--- src/core/dvsg_pkg.sv ---
// Constants for the playback gain and sidetone block.
// Assumes a word-wide classic Wishbone slave; index = byte address / 4.
//
// What this block does
// Sidetone code 0 is -36 dB, +3 dB per step; codes 12-15 are 0 dB.
// Left and right playback enables at power bits 4 and 5, reset zero.
// Each enable also appears as bit 15 of that channel's gain register.
// New gain values wait until a one is written to bit 8 of either.
// Gain code zero mutes the channel's playback samples; its sidetone still passes.
// Left gain code 1 is -71.625 dB, 0.375 dB steps, 0xC0 is 0 dB.
// Right channel uses the same coding and reset, from its own register.
// The playback path works at any sample rate from 8 to 48 kHz.
// Sidetone samples come from the ADC high-pass output, then get scaled.
// Gain codes above 0xC0 act as 0 dB, never amplifying.
`default_nettype none
package dvsg_pkg;
    // ****************************************************************
    // Register indices
    // ****************************************************************
    localparam logic [7:0] IDX_POWER = 8'h0B;
    localparam logic [7:0] IDX_GAIN_L = 8'h32;
    localparam logic [7:0] IDX_GAIN_R = 8'h33;
    localparam logic [7:0] IDX_SIDE_MIX = 8'h3C;
    localparam logic [7:0] IDX_SIDE_GAIN = 8'h44;
    localparam logic [7:0] IDX_STATUS = 8'h01;
    // ****************************************************************
    // Field positions
    // ****************************************************************
    localparam int BIT_EN_L = 4;
    localparam int BIT_EN_R = 5;
    localparam int BIT_GAIN_EN = 15;
    localparam int BIT_UPDATE = 8;
    localparam int LSB_SIDE_L = 8;
    localparam int LSB_SIDE_R = 4;
    localparam int LSB_MIX_L = 12;
    localparam int LSB_MIX_R = 10;
    localparam int LSB_STAT_R = 8;
    // ****************************************************************
    // Codes and reset values
    // ****************************************************************
    localparam logic [7:0] GAIN_ZERO_DB = 8'hC0;
    localparam logic [7:0] GAIN_MUTE = 8'h00;
    localparam logic [7:0] GAIN_RESET = 8'hC0;
    localparam logic [3:0] SIDE_UNITY = 4'hC;
    localparam logic [3:0] SIDE_RESET = 4'h0;
    localparam logic [1:0] MIX_NONE = 2'h0;
    localparam logic [1:0] MIX_ADC_L = 2'h1;
    localparam logic [1:0] MIX_ADC_R = 2'h2;
    localparam logic [1:0] MIX_RESET = 2'h0;
    localparam logic EN_RESET = 1'b0;
endpackage
`default_nettype wire

--- src/core/dvsg_gain.sv ---
// One attenuator stage: scales a sample by a 0.375 dB step count.
// Assumes steps of at most 191; every 16 steps is one binary shift.
`default_nettype none
module dvsg_gain #(
    parameter int W = 24
) (
    input wire logic signed [W-1:0] sample_i,
    input wire logic [7:0] atten_i,
    input wire logic mute_i,
    output logic signed [W-1:0] sample_o
);
    // ****************************************************************
    // Fractional step table, unity at 0x8000
    // ****************************************************************
    function automatic logic [16:0] mant_f(input logic [3:0] k);
        case (k)
            4'h0: mant_f = 17'h08000;
            4'h1: mant_f = 17'h07A98;
            4'h2: mant_f = 17'h0756A;
            4'h3: mant_f = 17'h07073;
            4'h4: mant_f = 17'h06BB3;
            4'h5: mant_f = 17'h06726;
            4'h6: mant_f = 17'h062CA;
            4'h7: mant_f = 17'h05E9E;
            4'h8: mant_f = 17'h05A9E;
            4'h9: mant_f = 17'h056CA;
            4'hA: mant_f = 17'h0531F;
            4'hB: mant_f = 17'h04F9C;
            4'hC: mant_f = 17'h04C3F;
            4'hD: mant_f = 17'h04906;
            4'hE: mant_f = 17'h045F0;
            default: mant_f = 17'h042FC;
        endcase
    endfunction

    logic signed [W+16:0] prod;
    logic signed [W+16:0] shifted;
    logic [4:0] shamt;

    // Shift by whole 6 dB octaves; truncation biases slightly negative
    always_comb begin
        prod = sample_i * $signed(mant_f(atten_i[3:0]));
        shamt = 5'hF + {1'b0, atten_i[7:4]};
        shifted = prod >>> shamt;
        sample_o = mute_i ? '0 : shifted[W-1:0];
    end
endmodule
`default_nettype wire

--- src/core/dvsg_top.sv ---
// Playback gain, channel enables and sidetone mix with a Wishbone slave.
// Assumes samples and ADC filter samples come from logic on clk_i.
//
// Design decision made here: the Wishbone interface to the registers.
`default_nettype none
module dvsg_top #(
    parameter int W = 24
) (
    input wire logic clk_i,
    input wire logic rst_i,
    input wire logic ce_i,
    input wire logic wb_cyc_i,
    input wire logic wb_stb_i,
    input wire logic wb_we_i,
    input wire logic [9:0] wb_adr_i,
    input wire logic [3:0] wb_sel_i,
    input wire logic [31:0] wb_dat_i,
    output logic [31:0] wb_dat_o,
    output logic wb_ack_o,
    input wire logic sample_valid_i,
    input wire logic signed [W-1:0] pcm_left_i,
    input wire logic signed [W-1:0] pcm_right_i,
    input wire logic signed [W-1:0] adc_hpf_left_i,
    input wire logic signed [W-1:0] adc_hpf_right_i,
    output logic out_valid_o,
    output logic signed [W-1:0] out_left_o,
    output logic signed [W-1:0] out_right_o,
    output logic left_playback_enable_o,
    output logic right_playback_enable_o
);
    // ****************************************************************
    // State
    // ****************************************************************
    typedef struct packed {
        logic ack;
        logic [31:0] dat;
        logic left_playback_enable;
        logic right_playback_enable;
        logic [7:0] left_playback_gain;
        logic [7:0] right_playback_gain;
        logic [7:0] app_l;
        logic [7:0] app_r;
        logic [3:0] left_sidetone_gain;
        logic [3:0] right_sidetone_gain;
        logic [1:0] mix_l;
        logic [1:0] mix_r;
        logic out_valid;
        logic signed [W-1:0] out_l;
        logic signed [W-1:0] out_r;
    } dvsg_state_s;

    dvsg_state_s s_r;
    dvsg_state_s s_nxt;

    // ****************************************************************
    // Gain decoding
    // ****************************************************************
    function automatic logic [7:0] vol_atten(input logic [7:0] code);
        if (code >= dvsg_pkg::GAIN_ZERO_DB) begin
            vol_atten = 8'h00;
        end else begin
            vol_atten = dvsg_pkg::GAIN_ZERO_DB - code;
        end
    endfunction

    // 3 dB is eight 0.375 dB steps, so one table serves both paths
    function automatic logic [7:0] side_atten(input logic [3:0] code);
        logic [3:0] d;
        d = dvsg_pkg::SIDE_UNITY - code;
        if (code >= dvsg_pkg::SIDE_UNITY) begin
            side_atten = 8'h00;
        end else begin
            side_atten = {1'b0, d, 3'b000};
        end
    endfunction

    function automatic logic signed [W-1:0] sat_add(
        input logic signed [W-1:0] a, input logic signed [W-1:0] b);
        logic signed [W:0] sum;
        sum = {a[W-1], a} + {b[W-1], b};
        if (sum[W] != sum[W-1]) begin
            sat_add = sum[W] ? {1'b1, {(W-1){1'b0}}} : {1'b0, {(W-1){1'b1}}};
        end else begin
            sat_add = sum[W-1:0];
        end
    endfunction

    // ****************************************************************
    // Audio path
    // ****************************************************************
    logic signed [W-1:0] pcm_g_l;
    logic signed [W-1:0] pcm_g_r;
    logic signed [W-1:0] side_src_l;
    logic signed [W-1:0] side_src_r;
    logic signed [W-1:0] side_g_l;
    logic signed [W-1:0] side_g_r;

    // Sidetone taken after the ADC high-pass filter, before scaling
    assign side_src_l = (s_r.mix_l == dvsg_pkg::MIX_ADC_R) ?
        adc_hpf_right_i : adc_hpf_left_i;
    assign side_src_r = (s_r.mix_r == dvsg_pkg::MIX_ADC_R) ?
        adc_hpf_right_i : adc_hpf_left_i;

    dvsg_gain #(.W(W)) u_pcm_l (
        .sample_i(pcm_left_i),
        .atten_i(vol_atten(s_r.app_l)),
        .mute_i(s_r.app_l == dvsg_pkg::GAIN_MUTE),
        .sample_o(pcm_g_l)
    );
    dvsg_gain #(.W(W)) u_pcm_r (
        .sample_i(pcm_right_i),
        .atten_i(vol_atten(s_r.app_r)),
        .mute_i(s_r.app_r == dvsg_pkg::GAIN_MUTE),
        .sample_o(pcm_g_r)
    );
    dvsg_gain #(.W(W)) u_side_l (
        .sample_i(side_src_l),
        .atten_i(side_atten(s_r.left_sidetone_gain)),
        .mute_i(s_r.mix_l == dvsg_pkg::MIX_NONE || s_r.mix_l == 2'h3),
        .sample_o(side_g_l)
    );
    dvsg_gain #(.W(W)) u_side_r (
        .sample_i(side_src_r),
        .atten_i(side_atten(s_r.right_sidetone_gain)),
        .mute_i(s_r.mix_r == dvsg_pkg::MIX_NONE || s_r.mix_r == 2'h3),
        .sample_o(side_g_r)
    );

    // ****************************************************************
    // Bus and next state
    // ****************************************************************
    logic [7:0] idx;
    logic take;
    logic wr;
    logic upd;
    logic [31:0] rd;

    assign idx = wb_adr_i[9:2];
    assign take = wb_cyc_i && wb_stb_i && !s_r.ack;
    assign wr = take && wb_we_i;
    assign upd = wr && wb_sel_i[1] && wb_dat_i[dvsg_pkg::BIT_UPDATE] &&
        (idx == dvsg_pkg::IDX_GAIN_L || idx == dvsg_pkg::IDX_GAIN_R);

    always_comb begin
        rd = 32'h0000_0000;
        case (idx)
            dvsg_pkg::IDX_POWER: begin
                rd[dvsg_pkg::BIT_EN_L] = s_r.left_playback_enable;
                rd[dvsg_pkg::BIT_EN_R] = s_r.right_playback_enable;
            end
            dvsg_pkg::IDX_GAIN_L: begin
                rd[dvsg_pkg::BIT_GAIN_EN] = s_r.left_playback_enable;
                rd[7:0] = s_r.left_playback_gain;
            end
            dvsg_pkg::IDX_GAIN_R: begin
                rd[dvsg_pkg::BIT_GAIN_EN] = s_r.right_playback_enable;
                rd[7:0] = s_r.right_playback_gain;
            end
            dvsg_pkg::IDX_SIDE_MIX: begin
                rd[dvsg_pkg::LSB_MIX_L+:2] = s_r.mix_l;
                rd[dvsg_pkg::LSB_MIX_R+:2] = s_r.mix_r;
            end
            dvsg_pkg::IDX_SIDE_GAIN: begin
                rd[dvsg_pkg::LSB_SIDE_L+:4] = s_r.left_sidetone_gain;
                rd[dvsg_pkg::LSB_SIDE_R+:4] = s_r.right_sidetone_gain;
            end
            dvsg_pkg::IDX_STATUS: begin
                rd[7:0] = s_r.app_l;
                rd[dvsg_pkg::LSB_STAT_R+:8] = s_r.app_r;
            end
            default: rd = 32'h0000_0000;
        endcase
    end

    always_comb begin
        s_nxt = s_r;
        s_nxt.ack = take;
        if (take) begin
            s_nxt.dat = wb_we_i ? 32'h0000_0000 : rd;
        end
        // Both enable locations write one storage bit
        if (wr && wb_sel_i[0] && idx == dvsg_pkg::IDX_POWER) begin
            s_nxt.left_playback_enable = wb_dat_i[dvsg_pkg::BIT_EN_L];
            s_nxt.right_playback_enable = wb_dat_i[dvsg_pkg::BIT_EN_R];
        end
        if (wr && wb_sel_i[1] && idx == dvsg_pkg::IDX_GAIN_L) begin
            s_nxt.left_playback_enable =
                wb_dat_i[dvsg_pkg::BIT_GAIN_EN];
        end
        if (wr && wb_sel_i[1] && idx == dvsg_pkg::IDX_GAIN_R) begin
            s_nxt.right_playback_enable =
                wb_dat_i[dvsg_pkg::BIT_GAIN_EN];
        end
        if (wr && wb_sel_i[0] && idx == dvsg_pkg::IDX_GAIN_L) begin
            s_nxt.left_playback_gain = wb_dat_i[7:0];
        end
        if (wr && wb_sel_i[0] && idx == dvsg_pkg::IDX_GAIN_R) begin
            s_nxt.right_playback_gain = wb_dat_i[7:0];
        end
        if (wr && wb_sel_i[1] && idx == dvsg_pkg::IDX_SIDE_MIX) begin
            s_nxt.mix_l = wb_dat_i[dvsg_pkg::LSB_MIX_L+:2];
            s_nxt.mix_r = wb_dat_i[dvsg_pkg::LSB_MIX_R+:2];
        end
        if (wr && idx == dvsg_pkg::IDX_SIDE_GAIN) begin
            if (wb_sel_i[1]) begin
                s_nxt.left_sidetone_gain = wb_dat_i[dvsg_pkg::LSB_SIDE_L+:4];
            end
            if (wb_sel_i[0]) begin
                s_nxt.right_sidetone_gain = wb_dat_i[dvsg_pkg::LSB_SIDE_R+:4];
            end
        end
        // Applied pair moves together, including this same write
        if (upd) begin
            s_nxt.app_l = s_nxt.left_playback_gain;
            s_nxt.app_r = s_nxt.right_playback_gain;
        end
        // Paced only by the sample strobe, so any rate works
        s_nxt.out_valid = sample_valid_i;
        if (sample_valid_i) begin
            s_nxt.out_l = s_r.left_playback_enable ?
                sat_add(pcm_g_l, side_g_l) : '0;
            s_nxt.out_r = s_r.right_playback_enable ?
                sat_add(pcm_g_r, side_g_r) : '0;
        end
    end

    always_ff @(posedge clk_i) begin
        if (rst_i) begin
            s_r <= '0;
            s_r.left_playback_enable <= dvsg_pkg::EN_RESET;
            s_r.right_playback_enable <= dvsg_pkg::EN_RESET;
            s_r.left_playback_gain <= dvsg_pkg::GAIN_RESET;
            s_r.right_playback_gain <= dvsg_pkg::GAIN_RESET;
            s_r.app_l <= dvsg_pkg::GAIN_RESET;
            s_r.app_r <= dvsg_pkg::GAIN_RESET;
            s_r.left_sidetone_gain <= dvsg_pkg::SIDE_RESET;
            s_r.right_sidetone_gain <= dvsg_pkg::SIDE_RESET;
            s_r.mix_l <= dvsg_pkg::MIX_RESET;
            s_r.mix_r <= dvsg_pkg::MIX_RESET;
        end else if (ce_i) begin
            s_r <= s_nxt;
        end
    end

    assign wb_ack_o = s_r.ack;
    assign wb_dat_o = s_r.dat;
    assign out_valid_o = s_r.out_valid;
    assign out_left_o = s_r.out_l;
    assign out_right_o = s_r.out_r;
    assign left_playback_enable_o = s_r.left_playback_enable;
    assign right_playback_enable_o = s_r.right_playback_enable;

    // ****************************************************************
    // Checks
    // ****************************************************************
    a_enable_reset: assert property (@(posedge clk_i)
        disable iff (rst_i)
        $past(rst_i) |-> !s_r.left_playback_enable &&
            !s_r.right_playback_enable)
        else $error("enables not zero after reset");
    a_gain_reset: assert property (@(posedge clk_i) disable iff (rst_i)
        $past(rst_i) |-> s_r.app_l == dvsg_pkg::GAIN_RESET &&
            s_r.app_r == dvsg_pkg::GAIN_RESET)
        else $error("gain not 0 dB after reset");
    a_power_write: assert property (@(posedge clk_i) disable iff (rst_i)
        ce_i && wr && wb_sel_i[0] && idx == dvsg_pkg::IDX_POWER |=>
            left_playback_enable_o == $past(wb_dat_i[4]) &&
            right_playback_enable_o == $past(wb_dat_i[5]))
        else $error("power enable write lost");
    a_enable_alias: assert property (@(posedge clk_i)
        disable iff (rst_i)
        ce_i && wr && wb_sel_i[1] && idx == dvsg_pkg::IDX_GAIN_R |=>
            right_playback_enable_o == $past(wb_dat_i[15]))
        else $error("enable alias write lost");
    a_gain_held: assert property (@(posedge clk_i) disable iff (rst_i)
        !(ce_i && upd) |=> $stable(s_r.app_l) && $stable(s_r.app_r))
        else $error("gain applied without update");
    a_gain_update: assert property (@(posedge clk_i) disable iff (rst_i)
        ce_i && upd |=> s_r.app_l == s_r.left_playback_gain &&
            s_r.app_r == s_r.right_playback_gain)
        else $error("update did not apply gains");
    a_mute_zero: assert property (@(posedge clk_i) disable iff (rst_i)
        ce_i && sample_valid_i && s_r.app_l == 8'h00 &&
            s_r.mix_l == 2'h0 |=> out_left_o == '0)
        else $error("muted channel not zero");
    a_unity_gain: assert property (@(posedge clk_i) disable iff (rst_i)
        ce_i && sample_valid_i && s_r.left_playback_enable &&
            s_r.app_l >= 8'hC0 && s_r.mix_l == 2'h0 |=>
            out_left_o == $past(pcm_left_i))
        else $error("0 dB code did not pass sample");
    a_side_unity: assert property (@(posedge clk_i) disable iff (rst_i)
        ce_i && sample_valid_i && s_r.right_playback_enable &&
            s_r.app_r == 8'h00 && s_r.mix_r == 2'h1 &&
            s_r.right_sidetone_gain >= 4'hC |=>
            out_right_o == $past(adc_hpf_left_i))
        else $error("sidetone 0 dB not unity");
    a_disabled_zero: assert property (@(posedge clk_i)
        disable iff (rst_i)
        ce_i && sample_valid_i && !s_r.right_playback_enable |=>
            out_right_o == '0)
        else $error("disabled channel not zero");
    c_update: cover property (@(posedge clk_i) disable iff (rst_i)
        ce_i && upd);
    c_sidetone: cover property (@(posedge clk_i) disable iff (rst_i)
        ce_i && sample_valid_i && s_r.mix_l == 2'h2);
    c_read_status: cover property (@(posedge clk_i) disable iff (rst_i)
        take && !wb_we_i && idx == dvsg_pkg::IDX_STATUS);
endmodule
`default_nettype wire

--- config.mk ---
export PLATFORM = sky130hd
export DESIGN_NAME = dvsg_top
export DESIGN_NICKNAME = d
export VERILOG_FILES = /design/src/core/dvsg_pkg.sv /design/src/core/dvsg_gain.sv /design/src/core/dvsg_top.sv
export SDC_FILE = /design/constraint.sdc
export NUM_CORES = 2
export LEC_CHECK = 0
export BUFFER_PORTS_ARGS = -buffer_cell sky130_fd_sc_hd__buf_2
export CORE_MARGIN = 3
export CORE_UTILIZATION = 36
export DETAILED_ROUTE_END_ITERATION = 10
export GPL_ROUTABILITY_DRIVEN = 0
export SYNTH_ARGS = -nofsm -noshare
export SYNTH_HDL_FRONTEND = slang
export SYNTH_SLANG_ARGS = --single-unit
export TNS_END_PERCENT = 5
--- constraint.sdc ---
create_clock -name clk_i -period 11.72 [get_ports clk_i]
set_input_delay 2.344 -clock clk_i [delete_from_list [all_inputs] [get_ports clk_i]]
set_output_delay 2.344 -clock clk_i [all_outputs]
set_load 0.01 [all_outputs]
; Word level (Yosys, flattened, before mapping)
; Memory sizes are Yosys's and may differ from the RTL's.
; Cells that the tools add are included.
; Widths: inputs -> output; s select.
[word_totals]
romBits = 1024
ram_bits = 0
mem_count = 4
wordCells = 115
latchBits = 0
regBits = 128
[mem_list]
columns = memory, depth, width, read_ports, rd_clocked_by_memory_dff, write_ports, line
row1 = (no name shown), 16, 16, 1, 0, 0, dvsg_gain.sv:16  ; case (k)
row2 = (no name shown), 16, 16, 1, 0, 0, dvsg_gain.sv:16
row3 = (no name shown), 16, 16, 1, 0, 0, dvsg_gain.sv:16
row4 = (no name shown), 16, 16, 1, 0, 0, dvsg_gain.sv:16
[classes]
div_mod_pow = 0
multipliers = 4
shifts = 4
reduce_logical = 32
mux = 30
n_eq_ne = 12
magnitude_cmp = 4
n_addsub = 10
bitwise_logic = 0
[op_table]
columns = operator, count
row1 = $mux 24, 12
row2 = $mul 24x17->41, 4
row3 = $sshr 41x5->24, 4
row4 = $add 24x24->25, 2
row5 = $mux 8, 4
row6 = $eq 8x6->1 const B, 3
row7 = $ge 8x8->1 const B, 2
row8 = $logic_not 8->1, 2
row9 = $mux 16, 1
row10 = $sub 8x8->8 const A, 2
row11 = $logic_and 1x1->1, 14
row12 = $mux 7, 2
row13 = $pmux 4 s3, 1
row14 = $reduce_and 2->1, 6
row15 = $add 4x3->5 const A, 2
row16 = $add 4x4->5 const A, 2
row17 = $pmux 2 s5, 1
row18 = $eq 2x2->1 const B, 4
row19 = $eq 8x1->1 const B, 1
row20 = $eq 8x4->1 const B, 1
row21 = $eq 8x7->1 const B, 1
row22 = $ge 4x4->1 const B, 2
row23 = $pmux 2 s2, 2
row24 = $pmux 2 s4, 1
row25 = 11 further kinds, 20

; Depth between registers and ports, before layout
; An unclocked memory read counts as a cell.
[depth]
ltp_word = 10
depth_mapped = 51

; By module
; Synthesis repeated with hierarchy kept, for this count alone.
[unflattened]
cells_unflattened = 9952
area_unflattened_um2 = 80843.8
[modules_own_cells]
columns = mod, n_inst, cells_per_inst, area_each_um2
row1 = dvsg_gain at u_pcm_r ..., 2, 2215, 18072.3
row2 = dvsg_gain at u_side_r, 1, 2228, 18157.4
row3 = dvsg_gain at u_pcm_l, 1, 2199, 17750.8
row4 = dvsg_top, 1, 1095, 8790.9

; Least setup slack after synthesis
; Ideal clock, no wire load.
[synth_timing]
path_type = reg-to-reg
from = register s_r[61] (netlist name)
to = register s_r (netlist bit out_right_o[18])
setup_slack_ps = 106
setup_ps = 62
path_buffers = 6
arrival_ps = 11552
path_stages_with_launch = 52
required_time_ps = 11658
cell_sequence = dfxtp_1 > clkbuf_1 > inv_1 > ha_1 > xnor2_1 > and2_1 > clkbuf_1 > clkinv_1 > clkbuf_1 > ha_1 > nand2_1 > o31ai_1 > clkbuf_1 > and2_1 > fa_1 > inv_1 > fa_1 > inv_1 > [16 not listed] > and2_1 > a211o_1 > o21ai_1 > ha_1 > inv_1 > fa_1 > inv_1 > a21oi_1 > o21bai_1 > a2111oi_0 > o31ai_1 > a21oi_1 > o31ai_1 > a211oi_1 > a311oi_1 > clkbuf_1 > o21ai_0 > nand3_1
[synth_via]
elab_chain_cells = 10
word_cells_on_any_way = 14
cone_classes = add/sub (3) / mul (1) / order compare (1) / eq/ne (1) / shift (1) / mux (5) / reduce/logical (1) / memory (1)
[synth_rtl]
columns = item, line
row1 = start: declaration, dvsg_top.sv:52  ; dvsg_state_s s_r;
row2 = start signal: assignment, dvsg_top.sv:241  ; s_r <= s_nxt;
row3 = $sub 8x8->8 / $ge 8x8->1 (equally long branches), "dvsg_top.sv:62, dvsg_top.sv:59"
row4 = $mux 8, dvsg_top.sv:59  ; if (code >= dvsg_pkg::GAIN_ZERO_DB) begin
row5 = $mem_v2 16x16, -
row6 = $mul 24x17->41, dvsg_gain.sv:42  ; prod = sample_i * $signed(mant_f(atten_i[3:0]));
row7 = $sshr 41x5->24, dvsg_gain.sv:44  ; shifted = prod >>> shamt;
row8 = $mux 24 (*), dvsg_gain.sv:45  ; sample_o = mute_i ? '0 : shifted[W-1:0];
row9 = $add 24x24->25 (*), dvsg_top.sv:80  ; sum = {a[W-1], a} + {b[W-1], b};
row10 = $mux 24 / $ne 1x1->1 (equally long branches), "dvsg_top.sv:82, dvsg_top.sv:81"
row11 = $mux 24 (*), dvsg_top.sv:81  ; if (sum[W] != sum[W-1]) begin
row12 = $mux 24 (*), dvsg_top.sv:222  ; s_nxt.out_r = s_r.right_playback_enable ?
; Mark *: on every way between the ends. The rest lies on a longest branch, timed or not.
; A chain may end at the register's enable or synchronous reset.

; Worst setup path after layout
[layout_timing]
from = input port pcm_right_i[10]
to = register s_r (netlist bit out_right_o[9])
[layout_via]
elab_chain_cells = 7
word_cells_on_any_way = 8
cone_classes = add/sub (1) / mul (1) / eq/ne (1) / shift (1) / mux (4)
[layout_rtl]
columns = item, line
row1 = start: declaration, dvsg_top.sv:22  ; input wire logic signed [W-1:0] pcm_right_i,
row2 = $mul 24x17->41 (*), dvsg_gain.sv:42
row3 = $sshr 41x5->24 (*), dvsg_gain.sv:44
row4 = $mux 24 (*), dvsg_gain.sv:45
row5 = $add 24x24->25 (*), dvsg_top.sv:80
row6 = $mux 24 / $ne 1x1->1 (equally long branches), "dvsg_top.sv:82, dvsg_top.sv:81"
row7 = $mux 24 (*), dvsg_top.sv:81
row8 = $mux 24 (*), dvsg_top.sv:222
; Marks and branches as above.

==> impl_metrics.ini <==
[setup_path]
required_ns = 12.02
path_buf_inv = 11
slowest_delay_ns = 0.57
criticalPathCategory = in2reg
worst_setup_path_start_kind = input port
arrival_ns = 11.66
worst_path_max_delay_cell = fa_1
path_depth = 42
setup.worst_path.end_class = register
crit_fanout = 10
rr_worst_depth = 51
path_delay_family = adder cells

[min_path]
hold_depth = 2
hold_path_class = reg2reg

[sta]
min_period_ns = 11.36
final_hold_viol_count = 0
worst_slack_ns = 0.360
fmax_mhz = 88.0
min_period_over_period_pct = 96.9
rsz0062_at_grt = true
slew_viol_final = 0
fin_skew_ns = 0.0168
finalSetupViolCount = 0
fin_hold_ws_ns = 0.460
relSlewSlack_pct = 33.9
worst_slew_pin_slew_ns = 0.987
tns_ns = 0

[clock_tree]
cts-buffers-inserted = 9
cts_tree = done
cts_buffer_depth = 2
clock-sinks = 112
cts_root_buf = clkbuf_16
clk_pin_slew_ns = 0.09
worstSkewPairLatency_ns = 0.37
htreeDepth = 3

[pwr]
p_per_area_nw_per_um2 = 19.5
ir_worst_vdd_mv = 0.101
p_leak_uw = 0.0373

[floorplanning]
dieArea_um2 = 189000
core_area_um2 = 182000
start_util_pct = 36.5
fp.dieW_um = 435
ios = 233
num_rows = 156
die_h_um = 435

[job]
max-cap-violations = 0

[outcome]
status = finished, final reports clean

[global_route]
grt_usage_pct = 20.5
overflow = 0
grt_max_degree = 69
grt_pass1_vias = 59600
antenna_found_initial = 3
grt_pass1_wl_mm = 320

[placement]
port_buffers = 195
dp_slack_ns = -0.445
post-dp-hpwl_mm = 169

[detailed_routing]
drt_iter0_drc = 4112
vias = 57600
viasPerCell = 5.20
wire_per_inst_um = 17.9
ant_nets = 0
drc = 0
drtPass1Iterations = 6
drt-total-wl_mm = 198

[synthesis]
synth_seq_area_share_pct = 3.38
yosysUniqueCellTypes = 105
synthCells = 8042
yosysWarnings = 0
ys.flop_type = dfxtp_1
synth_area_um2 = 66400
synth_edf_count = 0
synth_seq_cells = 112
synthesis.area_per_instance_um2 = 8.25
synthArstFlopShare_pct = 0

[layout]
drive_gt1_share_pct = 15.6
syn_to_final_growth_pct = 14.2
nets = 10500
==> per-stage QoR <==
stage	power [uW]	instance area, um^2	utilization (%)	cells
floorplan	835	66400	-	8067
global placement	1130	74500	40.9	11000
detailed placement	1140	74500	40.9	11000
CTS	1460	74800	41.1	11000
global route	1570	75800	41.6	11100
finish	1470	75800	41.6	11100
==> per-layer routing <==
metal  vias up  global-route usage, %  wire (um)
met2      1555                   36.3      98600
met5         -                      0          7
li1      27100                      -          -
met3       270                   1.26       8460
met4         2                   7.62       8520
met1     28600                   26.3      81900
==> path summary, 6_finish.rpt <==
path | from | end | slack (ns)
setup / recovery | pcm_right_i[10] | out_right_o[9] | 0.36
hold / removal | wb_dat_o[8] | wb_dat_o[8] | 0.46
setup reg to reg | s_r[61] | out_right_o[9] | 0.49
hold reg to reg | wb_dat_o[8] | wb_dat_o[8] | 0.46
==> registers in the layout, indices dropped and copies added, names as in the netlist <==
| name | count |
|---|---|
| s_r | 44 |
| out_left_o | 24 |
| out_right_o | 24 |
| wb_dat_o | 16 |
| left_playback_enable_o | 1 |
| out_valid_o | 1 |
| right_playback_enable_o | 1 |
| wb_ack_o | 1 |
==> Yosys cell counts (22+ instances only) <==
| cell | instances | share of area, % |
|---|---|---|
| xor2_1 | 64 | 0.84 |
| a21oi_1 | 380 | 2.9 |
| dfxtp_1 | 112 | 3.4 |
| xnor2_1 | 139 | 1.8 |
| buf_2 | 35 | 0.26 |
| nor3_1 | 89 | 0.67 |
| a211o_1 | 37 | 0.49 |
| o31ai_1 | 26 | 0.29 |
| mux2_2 | 59 | 1.0 |
| o21ai_1 | 24 | 0.18 |
| a31oi_1 | 47 | 0.44 |
| clkbuf_1 | 317 | 1.8 |
| nor2_1 | 374 | 2.1 |
| and2_1 | 362 | 3.4 |
| mux4_2 | 65 | 2.2 |
| and3_1 | 56 | 0.53 |
| a21o_1 | 86 | 0.97 |
| nand3_1 | 97 | 0.73 |
| o22ai_1 | 37 | 0.35 |
| fa_1 | 1092 | 33 |
| buf_4 | 82 | 0.93 |
| inv_1 | 1625 | 9.2 |
| a211oi_1 | 92 | 1.0 |
| buf_1 | 25 | 0.14 |
| o221ai_1 | 22 | 0.29 |
| nand4_1 | 49 | 0.46 |
| o211ai_1 | 69 | 0.78 |
| a22oi_1 | 50 | 0.57 |
| or3_1 | 33 | 0.31 |
| mux2i_1 | 228 | 3.4 |
| nand2_1 | 866 | 4.9 |
| o21ai_0 | 249 | 1.9 |
| nor2b_1 | 38 | 0.36 |
| ha_1 | 676 | 13 |
| o21a_1 | 50 | 0.57 |
| nand2b_1 | 39 | 0.37 |
==> tightest hold or removal path: cells and delay by family (launching register included) <==
family | cells | cell delay (ns)
DFF | 1 | 0.32
and+or+nand+nor | 1 | 0.05
AOI/OAI and AO/OA | 1 | 0.05
==> cells by family after synthesis <==
group                      share of synthesized area, %
AOI/OAI and AO/OA                                  14.2
xor gates and xnor gates                           2.78
adders and majority gates                          45.7
buffers and inverters                              12.4
DFF                                                3.38
muxes                                              6.69
other                                           0.00565
and+or+nand+nor                                    14.8
==> cell type report <==
cell class / instances / area (um^2)
Clock inverter: 7 / 76.3
Multi-Input combinational cell: 5864 / 56800
Fill cell: 18300 / 106000
Tap cell: 2449 / 3060
Clock buffer: 9 / 225
Sequential cell: 112 / 2250
Timing Repair Buffer: 991 / 7230
Inverter: 1630 / 6120
Antenna cell: 4 / 10.0
==> what timing repair did <==
item,4_1_cts,5_1_grt
hold buffers,0,0
hold endpoints to repair,0,0
pin swaps,1,42
endpoints found under the setup margin,26,48
gates cloned,2,4
setup buffers,0,27
resized for setup,16,152
==> layout by cell type (no fill, tap or decap), types with 86 or more instances in the layout <==
cell | synthesis | layout
a211oi_1 | 92 | 86
and2_1 | 362 | 359
mux2i_1 | 228 | 225
dfxtp_1 | 112 | 109
xnor2_1 | 139 | 135
ha_1 | 676 | 662
fa_1 | 1092 | 1089
nor3_1 | 89 | 88
nor2_1 | 374 | 347
inv_1 | 1625 | 1622
nand2_1 | 866 | 862
buf_4 | 82 | 774
nand3_1 | 97 | 95
o21ai_0 | 249 | 236
a21oi_1 | 380 | 366
a21o_1 | 86 | 86
buf_2 | 35 | 188
==> power breakdown <==
| group | total [uW] | internal [uW] | switching [uW] |
|---|---|---|---|
| logic | 776 | 337 | 439 |
| clock network | 318 | 152 | 167 |
| registers | 381 | 380 | 0.229 |
| total | 1470 | 869 | 605 |
No activity file was read; power rests on OpenSTA's default activity.
